File: src/inc/ssp_pkg.sv
// Constants shared by the serial port status and data block.
// Summary of operation
// - Done flag, status bit 7, sets at byte end, clears when busy or by sequence.
// - Collision flag, status bit 6, sets on collision, clears by sequence.
// - Slave error, bit 5, sets on select release mid byte; only disabling clears.
// - Mode fault, bit 4, sets on wrong select level; clears by sequence.
// - Status bits 3 to 0 reserved; software never writes ones there.
// - After reset done, collision and fault flags read zero.
// - Control register resets to 0001 0100b.
// - Data write loads the shift register directly; no transmit buffer.
// - Data read returns the receive buffer, never the live shift register.
// - Data register is eight bits of received data.
// - All three registers are freely accessible while no exchange runs.
// - Clearing enable stops the peripheral at once, even mid exchange.
// - Data write during a transfer counts as a write collision, not a load.
// - Fault clears by status read with fault set, then control write.
// - Collision clears by status then data access; no interrupt, no stop.
// - Fault raises error request, clears enable and master; needs select enabled.
// - Done flag drives the transmitter interrupt request.
package ssp_pkg;
    // Register indices; byte address is four times the index
    localparam logic [7:0] IDX_CTL = 8'hC3;
    localparam logic [7:0] IDX_STAT = 8'hC4;
    localparam logic [7:0] IDX_DATA = 8'hC5;
    localparam logic [7:0] IDX_MASK = 8'hC6;
    localparam logic [7:0] IDX_EVT = 8'hC7;
    // Status bit positions
    localparam int ST_DONE = 7;
    localparam int ST_WRITE_COLLISION_FLAG = 6;
    localparam int ST_SLAVE_SELECT_ERROR_FLAG = 5;
    localparam int ST_MODE_FAULT_FLAG = 4;
    // Control bit positions
    localparam int CT_RATE_HI = 7;
    localparam int CT_EN = 6;
    localparam int CT_SELECT_LINE_DISABLE = 5;
    localparam int CT_MASTER_SELECT = 4;
    localparam int CT_CLOCK_POLARITY = 3;
    localparam int CT_CLOCK_PHASE = 2;
    localparam int CT_RATE_MID = 1;
    localparam int CT_RATE_LO = 0;
    // Reset values
    localparam logic [7:0] CTL_RESET = 8'h14;
    localparam logic [7:0] DATA_RESET = 8'h00;
    localparam logic [7:0] MASK_RESET = 8'h00;
    // Clock edges in one byte exchange
    localparam logic [4:0] EDGES_PER_BYTE = 5'h10;
endpackage : ssp_pkg

File: src/rtl/ssp_sync.sv
// Two flip-flop synchroniser for a group of pin inputs.
`timescale 1ns/1ps
`default_nettype none
module ssp_sync #(
    parameter int W = 4
) (
    input wire logic clk_in,
    input wire logic rst_b_in,
    input wire logic [W-1:0] d_in,
    output logic [W-1:0] q_out
);
    logic [W-1:0] meta_r;

    // First stage feeds only the second stage
    always_ff @(posedge clk_in or negedge rst_b_in) begin
        if (!rst_b_in) begin
            meta_r <= '0;
            q_out <= '0;
        end else begin
            meta_r <= d_in;
            q_out <= meta_r;
        end
    end
endmodule : ssp_sync
`default_nettype wire

File: src/rtl/ssp_core.sv
// Serial port engine with status, data and control registers on AHB-Lite.
`timescale 1ns/1ps
`default_nettype none
module ssp_core (
    input wire logic clk_in,
    input wire logic rst_b_in,
    input wire logic hsel_in,
    input wire logic [31:0] haddr_in,
    input wire logic [1:0] htrans_in,
    input wire logic hwrite_in,
    input wire logic [2:0] hsize_in,
    input wire logic [31:0] hwdata_in,
    input wire logic hready_in,
    output logic hreadyout_out,
    output logic hresp_out,
    output logic [31:0] hrdata_out,
    input wire logic sck_in,
    output logic sck_out,
    output logic sck_oe_out,
    input wire logic mosi_in,
    output logic mosi_out,
    output logic mosi_oe_out,
    input wire logic miso_in,
    output logic miso_out,
    output logic miso_oe_out,
    input wire logic ss_b_in,
    output logic irq_out,
    output logic tx_irq_out,
    output logic err_irq_out
);
    logic [3:0] pins_s;
    logic sck_s, mosi_s, miso_s, ss_b_s;
    logic dph_r, dph_wr_r, dph_hit_r;
    logic [7:0] dph_idx_r;
    logic [7:0] ctl_r, rxbuf_r, sh_r, mask_r, evt_r;
    logic done_r, write_collision_flag_r, slave_select_error_flag_r, mode_fault_flag_r;
    logic done_arm_r, write_collision_flag_arm_r, mode_fault_flag_arm_r;
    logic busy_r, out_r, sck_r, sck_prev_r, ss_prev_r;
    logic [4:0] cnt_r;
    logic [6:0] div_r;
    logic [2:0] rate;
    logic [6:0] half;
    logic en, master_select, clock_polarity, clock_phase, select_line_disable, sel, din;
    logic wr_ctl, wr_data, wr_mask, wr_evt, rd_stat, acc_stat, acc_data;
    logic m_edge, s_edge, edge_ev, sample, last_edge, start, fault;
    logic slave_select_error_flag_ev, write_collision_flag_ev;
    logic [7:0] sh_in, stat_val;

    // Pins cross into the bus clock domain
    ssp_sync #(.W(4)) u_sync (
        .clk_in(clk_in),
        .rst_b_in(rst_b_in),
        .d_in({sck_in, mosi_in, miso_in, ss_b_in}),
        .q_out(pins_s)
    );
    assign {sck_s, mosi_s, miso_s, ss_b_s} = pins_s;

    // Control fields
    assign en = ctl_r[ssp_pkg::CT_EN];
    assign master_select = ctl_r[ssp_pkg::CT_MASTER_SELECT];
    assign clock_polarity = ctl_r[ssp_pkg::CT_CLOCK_POLARITY];
    assign clock_phase = ctl_r[ssp_pkg::CT_CLOCK_PHASE];
    assign select_line_disable = ctl_r[ssp_pkg::CT_SELECT_LINE_DISABLE];
    assign rate = {ctl_r[ssp_pkg::CT_RATE_HI], ctl_r[ssp_pkg::CT_RATE_MID],
                   ctl_r[ssp_pkg::CT_RATE_LO]};
    // Invalid rate codes fall back to the nearest legal divider
    always_comb begin
        unique case (rate)
            3'h0: half = 7'h01;
            3'h7: half = 7'h3F;
            default: half = 7'((7'h01 << rate) - 7'h01);
        endcase
    end

    // Register accesses take effect in the first data phase cycle
    assign wr_ctl = dph_r && dph_wr_r && dph_hit_r && dph_idx_r == ssp_pkg::IDX_CTL;
    assign wr_data = dph_r && dph_wr_r && dph_hit_r && dph_idx_r == ssp_pkg::IDX_DATA;
    assign wr_mask = dph_r && dph_wr_r && dph_hit_r && dph_idx_r == ssp_pkg::IDX_MASK;
    assign wr_evt = dph_r && dph_wr_r && dph_hit_r && dph_idx_r == ssp_pkg::IDX_EVT;
    assign acc_stat = dph_r && dph_hit_r && dph_idx_r == ssp_pkg::IDX_STAT;
    assign acc_data = dph_r && dph_hit_r && dph_idx_r == ssp_pkg::IDX_DATA;
    assign rd_stat = acc_stat && !dph_wr_r;

    // Link events; both ends count sixteen clock edges per byte
    assign sel = !ss_b_s || (select_line_disable && clock_phase);
    assign m_edge = busy_r && master_select && div_r == 7'h00;
    assign s_edge = en && !master_select && sel && sck_s != sck_prev_r;
    assign edge_ev = m_edge || s_edge;
    assign sample = cnt_r[0] == clock_phase;
    assign last_edge = edge_ev && cnt_r == ssp_pkg::EDGES_PER_BYTE - 5'h01;
    assign din = master_select ? miso_s : mosi_s;
    assign sh_in = {sh_r[6:0], din};
    assign start = wr_data && !busy_r && en && master_select;
    assign fault = en && master_select && !select_line_disable && !ss_b_s;
    assign slave_select_error_flag_ev = en && !master_select && busy_r && ss_b_s && !ss_prev_r;
    assign write_collision_flag_ev = wr_data && busy_r;
    assign stat_val = {done_r, write_collision_flag_r, slave_select_error_flag_r, mode_fault_flag_r, 4'h0};

    // Bus address phase capture; every access gets one wait state
    always_ff @(posedge clk_in or negedge rst_b_in) begin
        if (!rst_b_in) begin
            dph_r <= 1'b0;
            dph_wr_r <= 1'b0;
            dph_hit_r <= 1'b0;
            dph_idx_r <= 8'h00;
            hreadyout_out <= 1'b1;
        end else if (hready_in && hsel_in && htrans_in[1]) begin
            dph_r <= 1'b1;
            dph_wr_r <= hwrite_in;
            dph_hit_r <= haddr_in[31:10] == 22'h000000 && haddr_in[1:0] == 2'h0;
            dph_idx_r <= haddr_in[9:2];
            hreadyout_out <= 1'b0;
        end else begin
            dph_r <= 1'b0;
            hreadyout_out <= 1'b1;
        end
    end

    // Read data; unmapped offsets read zero, response always OKAY
    always_ff @(posedge clk_in or negedge rst_b_in) begin
        if (!rst_b_in) begin
            hrdata_out <= 32'h00000000;
            hresp_out <= 1'b0;
        end else if (dph_r && !dph_wr_r) begin
            hresp_out <= 1'b0;
            if (!dph_hit_r) begin
                hrdata_out <= 32'h00000000;
            end else begin
                unique case (dph_idx_r)
                    ssp_pkg::IDX_CTL: hrdata_out <= {24'h000000, ctl_r};
                    ssp_pkg::IDX_STAT: hrdata_out <= {24'h000000, stat_val};
                    ssp_pkg::IDX_DATA: hrdata_out <= {24'h000000, rxbuf_r};
                    ssp_pkg::IDX_MASK: hrdata_out <= {24'h000000, mask_r};
                    ssp_pkg::IDX_EVT: hrdata_out <= {24'h000000, evt_r};
                    default: hrdata_out <= 32'h00000000;
                endcase
            end
        end
    end

    // Control register; a fault drops enable and master at once
    always_ff @(posedge clk_in or negedge rst_b_in) begin
        if (!rst_b_in) begin
            ctl_r <= ssp_pkg::CTL_RESET;
        end else if (fault) begin
            ctl_r[ssp_pkg::CT_EN] <= 1'b0;
            ctl_r[ssp_pkg::CT_MASTER_SELECT] <= 1'b0;
        end else if (wr_ctl) begin
            ctl_r <= hwdata_in[7:0]; // software keeps fields steady
        end
    end

    // Transfer done flag: set wins over the clearing sequence
    always_ff @(posedge clk_in or negedge rst_b_in) begin
        if (!rst_b_in) begin
            done_r <= 1'b0;
            done_arm_r <= 1'b0;
        end else begin
            if (last_edge) begin
                done_r <= 1'b1;
            end else if (start || (busy_r && edge_ev)) begin
                done_r <= 1'b0; // cleared while in progress
            end else if (acc_data && done_arm_r) begin
                done_r <= 1'b0;
            end
            if (rd_stat) begin
                done_arm_r <= done_r;
            end else if (acc_data) begin
                done_arm_r <= 1'b0;
            end
        end
    end

    // Collision flag; the running byte is left alone
    always_ff @(posedge clk_in or negedge rst_b_in) begin
        if (!rst_b_in) begin
            write_collision_flag_r <= 1'b0;
            write_collision_flag_arm_r <= 1'b0;
        end else begin
            if (write_collision_flag_ev) begin
                write_collision_flag_r <= 1'b1;
            end else if (acc_data && write_collision_flag_arm_r) begin
                write_collision_flag_r <= 1'b0;
            end
            if (acc_stat) begin
                write_collision_flag_arm_r <= 1'b1;
            end else if (acc_data) begin
                write_collision_flag_arm_r <= 1'b0;
            end
        end
    end

    // Slave error and mode fault flags
    always_ff @(posedge clk_in or negedge rst_b_in) begin
        if (!rst_b_in) begin
            slave_select_error_flag_r <= 1'b0;
            mode_fault_flag_r <= 1'b0;
            mode_fault_flag_arm_r <= 1'b0;
        end else begin
            if (slave_select_error_flag_ev) begin
                slave_select_error_flag_r <= 1'b1;
            end else if (wr_ctl && !hwdata_in[ssp_pkg::CT_EN]) begin
                slave_select_error_flag_r <= 1'b0; // only disabling clears it
            end
            if (fault) begin
                mode_fault_flag_r <= 1'b1;
            end else if (wr_ctl && mode_fault_flag_arm_r) begin
                mode_fault_flag_r <= 1'b0;
            end
            if (rd_stat) begin
                mode_fault_flag_arm_r <= mode_fault_flag_r;
            end else if (wr_ctl) begin
                mode_fault_flag_arm_r <= 1'b0;
            end
        end
    end

    // Shift engine; the receive buffer only updates at byte end
    always_ff @(posedge clk_in or negedge rst_b_in) begin
        if (!rst_b_in) begin
            busy_r <= 1'b0;
            cnt_r <= 5'h00;
            sh_r <= ssp_pkg::DATA_RESET;
            rxbuf_r <= ssp_pkg::DATA_RESET;
            out_r <= 1'b0;
        end else if (!en) begin
            busy_r <= 1'b0; // stops at once
            cnt_r <= 5'h00;
            if (wr_data) begin
                sh_r <= hwdata_in[7:0];
            end
        end else if (slave_select_error_flag_ev) begin
            busy_r <= 1'b0;
            cnt_r <= 5'h00;
        end else if (wr_data && !busy_r) begin
            sh_r <= hwdata_in[7:0];
            busy_r <= master_select;
            out_r <= hwdata_in[7];
        end else if (edge_ev) begin
            busy_r <= !last_edge;
            cnt_r <= last_edge ? 5'h00 : cnt_r + 5'h01;
            if (sample) begin
                sh_r <= sh_in;
            end else begin
                out_r <= sh_r[7];
            end
            if (last_edge) begin
                rxbuf_r <= sample ? sh_in : sh_r;
            end
        end else if (!busy_r) begin
            out_r <= sh_r[7];
        end
    end

    // Master clock divider and pin levels
    always_ff @(posedge clk_in or negedge rst_b_in) begin
        if (!rst_b_in) begin
            div_r <= 7'h00;
            sck_r <= 1'b0;
            sck_prev_r <= 1'b0;
            ss_prev_r <= 1'b1;
        end else begin
            sck_prev_r <= sck_s;
            ss_prev_r <= ss_b_s;
            if (!busy_r || !master_select) begin
                div_r <= half;
                sck_r <= clock_polarity;
            end else if (m_edge) begin
                div_r <= half;
                sck_r <= !sck_r;
            end else begin
                div_r <= div_r - 7'h01;
            end
        end
    end

    // Pin drivers; slave drives its output only while selected
    always_ff @(posedge clk_in or negedge rst_b_in) begin
        if (!rst_b_in) begin
            sck_out <= 1'b0;
            sck_oe_out <= 1'b0;
            mosi_out <= 1'b0;
            mosi_oe_out <= 1'b0;
            miso_out <= 1'b0;
            miso_oe_out <= 1'b0;
        end else begin
            sck_out <= sck_r;
            sck_oe_out <= en && master_select;
            mosi_out <= out_r;
            mosi_oe_out <= en && master_select;
            miso_out <= out_r;
            miso_oe_out <= en && !master_select && !ss_b_s;
        end
    end

    // Event capture, write one to clear; set wins over clear
    always_ff @(posedge clk_in or negedge rst_b_in) begin
        if (!rst_b_in) begin
            evt_r <= 8'h00;
            mask_r <= ssp_pkg::MASK_RESET;
        end else begin
            if (wr_mask) begin
                mask_r <= hwdata_in[7:0] & 8'hB0; // no collision irq
            end
            evt_r <= (wr_evt ? (evt_r & ~hwdata_in[7:0]) : evt_r)
                     | {last_edge, write_collision_flag_ev, slave_select_error_flag_ev, fault, 4'h0};
        end
    end

    // Interrupt requests; a collision raises none of them
    always_ff @(posedge clk_in or negedge rst_b_in) begin
        if (!rst_b_in) begin
            irq_out <= 1'b0;
            tx_irq_out <= 1'b0;
            err_irq_out <= 1'b0;
        end else begin
            irq_out <= |(evt_r & mask_r);
            tx_irq_out <= done_r;
            err_irq_out <= mode_fault_flag_r && !select_line_disable;
        end
    end

    // Size is fixed at word access; only the low byte is used
    logic unused_ok;
    assign unused_ok = ^{hsize_in, hwdata_in[31:8]};
endmodule : ssp_core
`default_nettype wire

File: config.mk
export PLATFORM = sky130hd
export DESIGN_NAME = ssp_core
export DESIGN_NICKNAME = d
export VERILOG_FILES = /design/src/inc/ssp_pkg.sv /design/src/rtl/ssp_sync.sv /design/src/rtl/ssp_core.sv
export SDC_FILE = /design/constraint.sdc
export NUM_CORES = 1
export LEC_CHECK = 0
export ABC_AREA = 1
export CORE_MARGIN = 2
export CORE_UTILIZATION = 60
export DETAILED_ROUTE_END_ITERATION = 8
export DONT_BUFFER_PORTS = 1
export HOLD_SLACK_MARGIN = 0.03
export MAX_ROUTING_LAYER = met4
export PLACE_DENSITY_LB_ADDON = 0.25
export SYNTH_ARGS = -nofsm -noshare
export SYNTH_HDL_FRONTEND = slang
export SYNTH_SLANG_ARGS = --single-unit
File: constraint.sdc
create_clock -name clk_in -period 1.7 [get_ports clk_in]
set_input_delay 0.425 -clock clk_in [delete_from_list [all_inputs] [get_ports clk_in]]
set_output_delay 0.425 -clock clk_in [all_outputs]
set_load 0.01 [all_outputs]
Word-level counts from Yosys, hierarchy flattened:

Cells that the tools add are included.

* output and inout port bits: 43
* flip-flop bits (word level): 118
* input port bits: 78

* reduce and logical (&&, ||, !) cells: 71
* equal/unequal tests: 16
* bitwise gates (word level): 7
* shift operators: 1
* muxes and demuxes: 47
* $add $sub $neg: 3

Operator list (count)
* 8-bit 2-to-1 mux: 7
* 8-bit == test (second input constant): 5
* 8-bit case mux with 5 select lines: 1
* 1-bit logical AND: 38
* 32-bit 2-to-1 mux: 1
* 1-bit 2-to-1 mux: 29
* 5-bit 2-to-1 mux: 5
* 22-bit zero test: 1
* 7-bit 2-to-1 mux: 3
* 2-bit nonzero test: 9
* 8-bit AND: 2
* 7-bit case mux with 2 select lines: 1
* 7-bit by 1-bit subtractor with 7-bit output (second input constant): 2
* 1-bit zero test: 9
* 3-bit by 1-bit inequality test with 1-bit output (second input constant): 3
* 8-bit inverter: 1
* 8-bit OR: 1
* 8-bit OR reduction: 1
* 7-bit zero test: 1
* 1-bit by 3-bit left shift with 7-bit output (first input constant): 1
* 5-bit by 1-bit adder with 5-bit output (second input constant): 1
* 5-bit by 4-bit == test with 1-bit output (second input constant): 1
* 5-bit AND reduction: 1
* 1-bit logical OR: 4
* 14 further kinds: 17

Longest topological paths before layout:

Gate-level depths: netlist of run 1.

* depth after elaboration: 11
* mapped depth: 12

Hierarchy:

From an unflattened synthesis of run 1, not the netlist that was laid out.

* cells, all modules: 573
* area, all modules: 4630.7 um^2

Modules (own cells, without submodules)
* ssp_core: area an instance 4430.5 um^2, sequential area each 2157.1 um^2, times used 1, cells an instance 565
* ssp_sync: area an instance 200.2 um^2, sequential area each 200.2 um^2, times used 1, cells an instance 8

Worst setup path after synthesis of run 1:

Ideal clock, no wire load.

* kind: reg2reg
* start: register div_r[0]
* end: register cnt_r[2]
* stages on the path, launching flop included: 12
* data required time: 1579 ps
* buffers on the path: 0
* setup slack: 185 ps
* arrival time: 1394 ps
* cells stage by stage: dfrtp_1 -> inv_1 -> ha_1 -> inv_1 -> nor2_1 -> nand4_2 -> nand2_2 -> nand2_1 -> nand2_2 -> inv_2 -> nand2_1 -> o21ai_1

* word-level cells in the longest chain between the ends: 9
* elaborated cells on any way between the ends: 11

Ends and longest elaborated chain
* start, declared: RTL line ssp_core.sv:40 `logic [6:0] div_r;`
* start signal, assigned: RTL line ssp_core.sv:266 `div_r <= half;`
* start signal, assigned: RTL line ssp_core.sv:269 `div_r <= half;`
* start signal, assigned: RTL line ssp_core.sv:272 `div_r <= div_r - 7'h01;`
* 7-bit zero test (*): RTL line ssp_core.sv:86 `assign m_edge = busy_r && master_select && div_r == 7'h00;`
* 1-bit logical AND (*): RTL line ssp_core.sv:86
* 1-bit logical OR (*): RTL line ssp_core.sv:88 `assign edge_ev = m_edge || s_edge;`
* 1-bit logical AND: RTL line ssp_core.sv:90 `assign last_edge = edge_ev && cnt_r == ssp_pkg::EDGES_PER_BYTE - 5'h01;`
* 5-bit 2-to-1 mux: RTL line ssp_core.sv:241 `cnt_r <= last_edge ? 5'h00 : cnt_r + 5'h01;`
* 5-bit 2-to-1 mux: RTL line ssp_core.sv:239 `end else if (edge_ev) begin`
* 5-bit 2-to-1 mux: RTL line ssp_core.sv:235 `end else if (wr_data && !busy_r) begin`
* 5-bit 2-to-1 mux: RTL line ssp_core.sv:232 `end else if (slave_select_error_flag_ev) begin`
* 5-bit 2-to-1 mux: RTL line ssp_core.sv:226 `end else if (!en) begin`
* end signal, assigned: RTL line ssp_core.sv:241
* end, declared: RTL line ssp_core.sv:39 `logic [4:0] cnt_r;`

Every way passes the cells marked *; elsewhere a longest branch is shown, timed or not. The select of a mux whose other input is x is not followed.
A chain may end at the register's enable or synchronous reset.

Final worst setup path of run 1:

* start: register dph_idx_r[3]
* end: register sh_r[5]

* word-level cells in the longest chain between the ends: 6
* elaborated cells on any way between the ends: 9

Ends and longest elaborated chain
* start, declared: RTL line ssp_core.sv:34 `logic [7:0] dph_idx_r;`
* start signal, assigned: RTL line ssp_core.sv:111 `dph_idx_r <= haddr_in[9:2];`
* 8-bit == test (*): RTL line ssp_core.sv:77 `assign wr_data = dph_r && dph_wr_r && dph_hit_r && dph_idx_r == ssp_pkg::IDX_DATA;`
* 1-bit logical AND (*): RTL line ssp_core.sv:77
* 1-bit logical AND: RTL line ssp_core.sv:235
* 8-bit 2-to-1 mux: RTL line ssp_core.sv:235
* 8-bit 2-to-1 mux: RTL line ssp_core.sv:232
* 8-bit 2-to-1 mux: RTL line ssp_core.sv:226
* end signal, assigned: RTL line ssp_core.sv:230 `sh_r <= hwdata_in[7:0];`
* end signal, assigned: RTL line ssp_core.sv:236 `sh_r <= hwdata_in[7:0];`
* end signal, assigned: RTL line ssp_core.sv:243 `sh_r <= sh_in;`
* end, declared: RTL line ssp_core.sv:35 `logic [7:0] ctl_r, rxbuf_r, sh_r, mask_r, evt_r;`

Marked as above.

==> out/qor.csv, run 1 <==
metric;value;unit
Worst Reg2Reg Path Length in Cells;8;
post-detail-place hpwl;7.39;mm
Synth async-reset ratio;1.00;
GRT Total Usage;0.259;
PwrDens;794;nW/um^2
arrival time at the worst endpoint;1910;ps
area fraction of the dominant cell type after synthesis;0.481;
global-route wire length before repair;16.8;mm
ANT cells;0;
top cells by count, synth;nand2_1 (212), dfrtp_1 (90), nand3_1 (58), inv_1 (44), nor2_1 (40);
Synth Flop Type;dfrtp_1;
pin count of the biggest net entering global routing;95;
Avg Cell Area, Syn;8.01;sq um
Final Cycle Share;0.974;
Initial Utilization;0.612;
DIE WIDTH;92.3;um
IO buf count;0;
Clock Latency Late Sink;370;ps
Residual DRC;0;
synth top area cells;dfrtp_1 (48%), nand2_1 (17%), nand3_1 (6.2%);
VDD IR max;545;uV
Final Hold Fails;94;
RSZ-0062 raised after global routing;true;
H-tree lvl count;3;
max-slew violation count;0;
Inserted Clock Buffers;9;
P_leak;2.64;nW
yosys warns;0;
Synth cell types;37;
Area Growth Syn to Fin;10.1;%
most frequent cell after synthesis;nand2_1;
I/O pins;121;
Die Ht;92.3;um
routed len/inst;14.1;um
met3 Use GR;0.0545;
overflow left after global routing;0;
number of synthesized flops with an enable pin;0;
Via-to-Cell Ratio;5.28;
Final min period;1660;ps
post-synth top area cell;dfrtp_1;
via count;3784;
clk_skew;9.64;ps
kind of critical path;reg2reg;
placed insts;693;
CP startpoint kind;register;
worst hold path class;in2async;
status;finished, violations left;
Post-DRT Antenna Nets;0;
Final Core Density;0.674;
Cell Area, Synth;4680;sq um
vias in the first global route;3569;
met1 usage;0.344;
clock-pin slew on the worst setup and hold paths;90;ps
placer congestion estimate;0.919;
1st-pass router iterations;5;
Critical Path Sink Type;register;
root buffer cell;clkbuf_8;
share of cells above drive strength 1;0.150;
Die ar.;8520;sq um
final std cells w/o fill;716;
antenna violations before repair;0;
flop and latch count out of synthesis;94;
routed wire length;10.1;mm
Syn Inst Count;584;
failing checks;hold timing;
GR Util met2;0.392;
CTS Buffer Depth;2;
critical path fanouts, max;8;
maxcap violations;0;
final net count;689;
TNS Setup;0;ps
CTS Sinks;94;
final setup violation count;0;
Seq/Total Area, Yosys;0.504;
Highest Clock Rate;604;MHz
Core ar.;7650;sq um
Rows;32;
busiest grt layer;met2;
CTS tree;built;
critical path required time;1960;ps
initial drt markers;263;
hold slack;-258;ps
area by class of cell:
type / instances / area, sq um
clock buffers: 11 / 141
clock inverters: 5 / 58.8
fillers: 614 / 2490
inverters: 51 / 199
multi-input cells: 426 / 2060
flip-flops and latches: 94 / 2360
well taps: 102 / 128
repair buffers: 27 / 206
cell families (layout without fill, tap and decap cells):
family,after synthesis,in the layout,synth area share
buffers and inverters,88,94,0.0979
AOI/OAI and AO/OA,53,53,0.0615
adders and majority gates,2,2,0.00535
and+or+nand+nor,340,340,0.320
xor gates and xnor gates,6,6,0.0112
DFF,94,94,0.504
other,1,25,0.000801
worst max-delay path, stage by stage (launching register included):
cell	delay (ps)
dfrtp_1	430
inv_1	90
nand2_1	90
nor2_1	160
nand3_2	130
o21ai_0	370
nand2_4	140
nand2_1	90
nand2_1	50
placed cells by master (no fill, tap or decap), types with 2 or more instances in the layout:
cell type	instances
a21oi_1	10
nor3_1	4
nand3_1	53
nand2_2	6
xnor2_1	4
nor4_1	4
nand4_4	2
buf_4	26
inv_1	41
dfstp_2	4
nand3_2	6
o21ai_0	29
inv_4	3
clkbuf_8	10
inv_2	6
nand2_4	4
o21ai_1	5
nand4_1	3
nor3_4	2
nand2_1	207
xor2_1	2
nand3b_1	2
conb_1	25
a21oi_2	3
clkinvlp_4	2
nor2_2	5
dfrtp_1	89
a21boi_0	4
nor2_1	35
nor2_4	5
layer usage:
| metal | wire [um] | part of all wire | vias up |
|---|---|---|---|
| met4 | 181 | 0.018 | 0 |
| met3 | 656 | 0.065 | 16 |
| met1 | 4440 | 0.44 | 1776 |
| li1 | - | - | 1844 |
| met2 | 4830 | 0.48 | 148 |
| met5 | 0 | 0 | - |
flip-flops by register name, summed over array words and instances, names as in the netlist, 3 cells and up:
signal         flops
u_sync.meta_r      4
rxbuf_r            8
evt_r              8
u_sync.q_out       4
cnt_r              5
ctl_r              8
dph_idx_r          8
sh_r               8
mask_r             3
hrdata_out         8
div_r              7
final timing paths:
check                      slack (ps)        startpoint          endpoint
max                                40      dph_idx_r[3]           sh_r[5]
min                              -260          rst_b_in      dph_idx_r[5]
max reg2reg                        40      dph_idx_r[3]           sh_r[5]
min reg2reg                       350  u_sync.meta_r[1]   u_sync.q_out[1]
max in group asynchronous        1740          rst_b_in          ctl_r[2]
min in group clk_in                80           miso_in  u_sync.meta_r[1]
what timing repair did:
| item | 4_1_cts | 5_1_grt |
|---|---|---|
| setup buffers | 1 | 6 |
| hold endpoints to repair | 94 | 94 |
| setup endpoints to repair | 21 | 28 |
| resized for setup | 3 | 30 |
| pin swaps | 2 | 6 |
per-stage QoR:
step	setup WS (ps)	cell area [sq um]	total power, mW	hold slack [ps]
floorplan	185	4770	2.62	129
global placement	-14.2	4780	2.62	131
detailed placement	-58.1	4780	2.63	131
CTS	15.7	5000	4.11	-268
global route	-41.2	5150	4.28	-286
finish	44.2	5150	4.09	-258
power breakdown:
part / switching [mW] / internal, mW / total, mW / leakage, nW
clock network: 0.777 / 0.720 / 1.50 / 0.0955
registers: 0.0593 / 2.31 / 2.37 / 1.12
logic: 0.154 / 0.0731 / 0.227 / 1.43
(Power assumes the default switching activity.)
==> run 2: changes to the inputs <==
Settings changed: SETUP_SLACK_MARGIN set to 0.05.
==> run 2 against run 1 <==
Routed wire length increased by 6.0%; the run still ends with hold timing left; clock-buffer cell count stayed put; power is 1.0% higher; sequential power barely moved; first-iteration DRC count fell by 24%.
==> out/qor.csv, run 2 (synthesis gave the netlist of run 1 again) <==
metric;value;unit;change
status;finished, violations left;;
failing checks;hold timing;;
CP max stage cell;dfrtp_1;;
H-tree lvl count;3;;unchanged
Final Cycle Share;0.966;;-0.00765
GRT Total Usage;0.259;;+0.000364
RSZ-0062 raised after global routing;true;;
commonest non-fill, non-tap cell in the layout;nand2_1;;
Inserted Clock Buffers;9;;unchanged
critical path fanouts, max;8;;unchanged
final std cells w/o fill;722;;+0.84%
Highest Clock Rate;609;MHz;+0.79%
Final min period;1640;ps;-13.0 ps
CP startpoint kind;register;;
root buffer cell;clkbuf_8;;
kind of critical path;reg2reg;;
CTS Sinks;94;;unchanged
Final Core Density;0.696;;+0.0221
routed wire length;10.7;mm;+6.0%
final net count;695;;+0.87%
initial drt markers;201;;-24%
1st-pass router iterations;5;;unchanged
Critical Path Sink Type;register;;
routed len/inst;14.8;um;+5.1%
Via-to-Cell Ratio;5.35;;+1.2%
final setup violation count;0;;unchanged
IO buf count;0;;unchanged
Core ar.;7650;sq um;unchanged
Rows;32;;unchanged
most frequent cells in the layout;nand2_1 (197), dfrtp_1 (89), nand3_1 (49), inv_1 (40), nor2_1 (32);;
P_leak;2.69;nW;+1.9%
Tot Pwr;4.13;mW;+1.0%
placed insts;693;;unchanged
post-detail-place hpwl;7.39;mm;unchanged
Post-DRT Antenna Nets;0;;unchanged
ANT cells;0;;unchanged
max-slew violation count;0;;unchanged
global-route wire length before repair;16.8;mm;+0.16%
Area Growth Syn to Fin;13.7;%;
Residual DRC;0;;unchanged
maxcap violations;0;;unchanged
worst stage delay on the critical path;490;ps;+60 ps
arrival time at the worst endpoint;1910;ps;about the same
TNS Setup;0;ps;unchanged
critical path required time;1960;ps;about the same
DIE WIDTH;92.3;um;unchanged
final worst setup slack;57.2;ps;+13.0 ps
via count;3860;;+2.0%
worst hold path class;in2async;;
clock-pin slew on the worst setup and hold paths;90;ps;about the same
antenna violations before repair;0;;unchanged
vias in the first global route;3582;;+0.36%
pin count of the biggest net entering global routing;95;;unchanged
crit path buf inv count;2;;+1
share of cells above drive strength 1;0.187;;+0.0373
DP Area;4780;sq um;unchanged
Final Hold Fails;94;;unchanged
most frequent CP cell;nand2_1;;
Placement Setup Slack;-58.1;ps;unchanged
I/O pins;121;;unchanged
Initial Utilization;0.612;;unchanged
design area;5320;sq um;+3.3%
critical path, cell by cell;nand2_1 > inv_1 > nand3_2 > nand2_2 > inv_4 > nor2_1 > nor2_4 > nand2_1 > nand2_1;;
placer congestion estimate;0.919;;unchanged
Die ar.;8520;sq um;unchanged
CTS Buffer Depth;2;;unchanged
VDD IR max;658;uV;+21%
fillcell total;591;;-3.7%
hold slack;-267;ps;-8.29 ps
PwrDens;777;nW/um^2;-2.2%
CTS tree;built;;
Die Ht;92.3;um;unchanged
critical path's top delay family;simple AND/OR/NAND/NOR gates;;
overflow left after global routing;0;;unchanged
clk_skew;10.5;ps;+0.829 ps
Clock Latency Late Sink;370;ps;about the same
run 2: what timing repair did:
action,CTS,global route
setup endpoints to repair,21,39
hold endpoints to repair,94,94
setup buffers,1,13
pin swaps,2,27
gates resized for setup,5,61
run 2: final timing paths:
check                           slack [ps]              from          endpoint  cells after the start
min in group clk_in                     80           miso_in  u_sync.meta_r[1]                      0
worst max-delay path                    60            busy_r           sh_r[5]                      9
worst min-delay path                  -270          rst_b_in      dph_idx_r[5]                      0
worst max register to register          60            busy_r           sh_r[5]                      9
max in group asynchronous             1760          rst_b_in          ctl_r[2]                      0
worst min register to register         350  u_sync.meta_r[1]   u_sync.q_out[1]                      0
run 2: final cells by class:
| cell class | count | area [sq um] | area share |
|---|---|---|---|
| clock buffer | 11 | 141 | 0.0266 |
| tap | 102 | 128 | 0.0240 |
| clock inverter | 5 | 58.8 | 0.0111 |
| sequential | 94 | 2360 | 0.443 |
| multi-input combinational | 426 | 2160 | 0.407 |
| timing repair buffer | 33 | 267 | 0.0501 |
| inverter | 51 | 204 | 0.0383 |
run 2: power breakdown:
part           switching [mW]  internal [mW]
clock                   0.794          0.720
sequential             0.0588           2.31
combinational           0.167         0.0851
total                    1.02           3.11
run 2: layer usage:
| metal | share of wire | track usage |
|---|---|---|
| met1 | 0.42 | 0.344 |
| met2 | 0.49 | 0.394 |
| met3 | 0.065 | 0.0545 |
| met4 | 0.020 | 0.104 |
| met5 | 0 | - |
==> run 3: changes to the inputs <==
Settings changed: CORE_MARGIN 2 to 3.
==> run 3 against run 2 <==
The run still ends with hold timing left; sequential share of layout area is 0.45 points lower; power is 1.4% higher; critical path depth is 1 higher; sequential power hardly changed; clock skew is 2.4 ps lower; cell area is 1.1% higher; core utilization is 3.0 points higher; register-to-register slack worse by 40 ps; worst hold slack better by 14 ps.
==> out/qor.csv, run 3 (synthesis gave the netlist of run 1 again) <==
metric;value;unit;change
H-tree lvl count;3;;unchanged
Rows;31;;-3.1%
CP Capture Point;rxbuf_r[5];;
Final min period;1680;ps;+36.2 ps
VDD IR max;466;uV;-29%
routed len/inst;15.2;um;+2.2%
status;finished, violations left;;
PwrDens;779;nW/um^2;+0.29%
critical path fanouts, max;8;;unchanged
reg-to-reg slack, setup;20;ps;-40 ps
hold slack;-252;ps;+14.2 ps
arrival time at the worst endpoint;1930;ps;+20 ps
Core ar.;7410;sq um;-3.1%
CP Launch Point;dph_idx_r[0];;
initial drt markers;334;;+66%
clock-pin slew on the worst setup and hold paths;90;ps;about the same
CTS Sinks;94;;unchanged
Highest Clock Rate;596;MHz;-2.2%
RSZ-0062 raised after global routing;true;;
final setup violation count;0;;unchanged
global-route wire length before repair;16.8;mm;-0.33%
Final Core Density;0.726;;+0.0302
Placement Setup Slack;-53.4;ps;+4.65 ps
1st-pass router iterations;5;;unchanged
CTS Buffer Depth;2;;unchanged
critical path required time;1960;ps;about the same
pin count of the biggest net entering global routing;95;;unchanged
Residual DRC;0;;unchanged
final net count;695;;unchanged
max-slew violation count;0;;unchanged
post-detail-place hpwl;7.58;mm;+2.6%
commonest non-fill, non-tap cell in the layout;nand2_1;;
kind of critical path;reg2reg;;
Clock Latency Late Sink;370;ps;about the same
most frequent cells in the layout;nand2_1 (197), dfrtp_1 (88), nand3_1 (42), inv_1 (39), nor2_1 (31);;
I/O pins;121;;unchanged
share of cells above drive strength 1;0.206;;+0.0194
Inserted Clock Buffers;9;;unchanged
Die ar.;8890;sq um;+4.4%
vias in the first global route;3582;;unchanged
Post-DRT Antenna Nets;0;;unchanged
DP Area;4750;sq um;-0.55%
Initial Utilization;0.632;;+0.0197
design area;5380;sq um;+1.1%
antenna violations before repair;0;;unchanged
Critical Path Sink Type;register;;
root buffer cell;clkbuf_8;;
clk_skew;8.09;ps;-2.37 ps
GRT Total Usage;0.248;;-0.0108
final worst setup slack;21.1;ps;-36.2 ps
Final Hold Fails;94;;unchanged
Area Growth Syn to Fin;14.9;%;
Worst Reg2Reg Path Length in Cells;10;;+1
worst hold path class;in2async;;
worst r2r src;dph_idx_r[0];;
Final Cycle Share;0.988;;+0.0213
via count;3916;;+1.5%
ANT cells;0;;unchanged
P_leak;2.70;nW;+0.40%
DIE WIDTH;94.3;um;+2.2%
Via-to-Cell Ratio;5.45;;+1.9%
placer congestion estimate;0.913;;-0.65%
routed wire length;10.9;mm;+1.8%
reg2reg end;rxbuf_r[5];;
IO buf count;0;;unchanged
maxcap violations;0;;unchanged
TNS Setup;0;ps;unchanged
failing checks;hold timing;;
CP startpoint kind;register;;
overflow left after global routing;0;;unchanged
CTS tree;built;;
Die Ht;94.3;um;+2.2%
run 3: timing repair:
item / in CTS / in global routing
endpoints found under the hold margin: 94 / 94
gates cloned: 0 / 2
setup endpoints to repair: 21 / 37
buffers inserted: 2 / 12
resized for setup: 15 / 66
pin swaps: 7 / 16
run 3: critical path, stage by stage, from the launching register on:
cell     delay (ps)
dfrtp_2         420
inv_2            70
nor2_2          120
nand2_2          80
nor2_4          230
nand3_4         200
buf_6           180
nand3_4          80
inv_8            60
nand3_2          60
nand2_1          60
run 3: how the worst min path moves through the flow:
stage / start / end / slack (ps) / cells past startpoint
2_1_floorplan: rst_b_in / busy_r / 130 / 0
3_3_place_gp: rst_b_in / u_sync.meta_r[0] / 130 / 0
3_5_place_dp: rst_b_in / u_sync.q_out[1] / 130 / 0
4_1_cts: rst_b_in / ctl_r[3] / -260 / 0
5_1_grt: rst_b_in / u_sync.q_out[1] / -280 / 0
6_report: rst_b_in / u_sync.q_out[1] / -250 / 0
run 3: cell type report:
cell class	instances	area [sq um]
multi-input cells	427	2230
well taps	99	124
inverters	51	204
clock inverters	6	66.3
repair buffers	32	256
flip-flops and latches	94	2360
fillers	545	2030
clock buffers	10	138
run 3: where the power goes:
group          internal, mW  switching, mW
clock network         0.731          0.807
logic                0.0947          0.187
registers              2.31         0.0615
total                  3.14           1.06
run 3: metal layers:
layer / vias up / global-route usage / part of all wire
met2: 158 / 0.392 / 0.49
met4: 0 / 0.0782 / 0.020
met5: - / - / 0
met3: 26 / 0.0633 / 0.073
li1: 1868 / - / -
met1: 1864 / 0.317 / 0.41
run 3: metrics by stage:
step,instances,power (mW),hold slack [ps]
final,719,4.19,-252
after CTS,705,4.13,-265
after floorplan,608,2.62,129
after global routing,719,4.33,-277
after detailed placement,687,2.62,132
after global placement,687,2.61,132
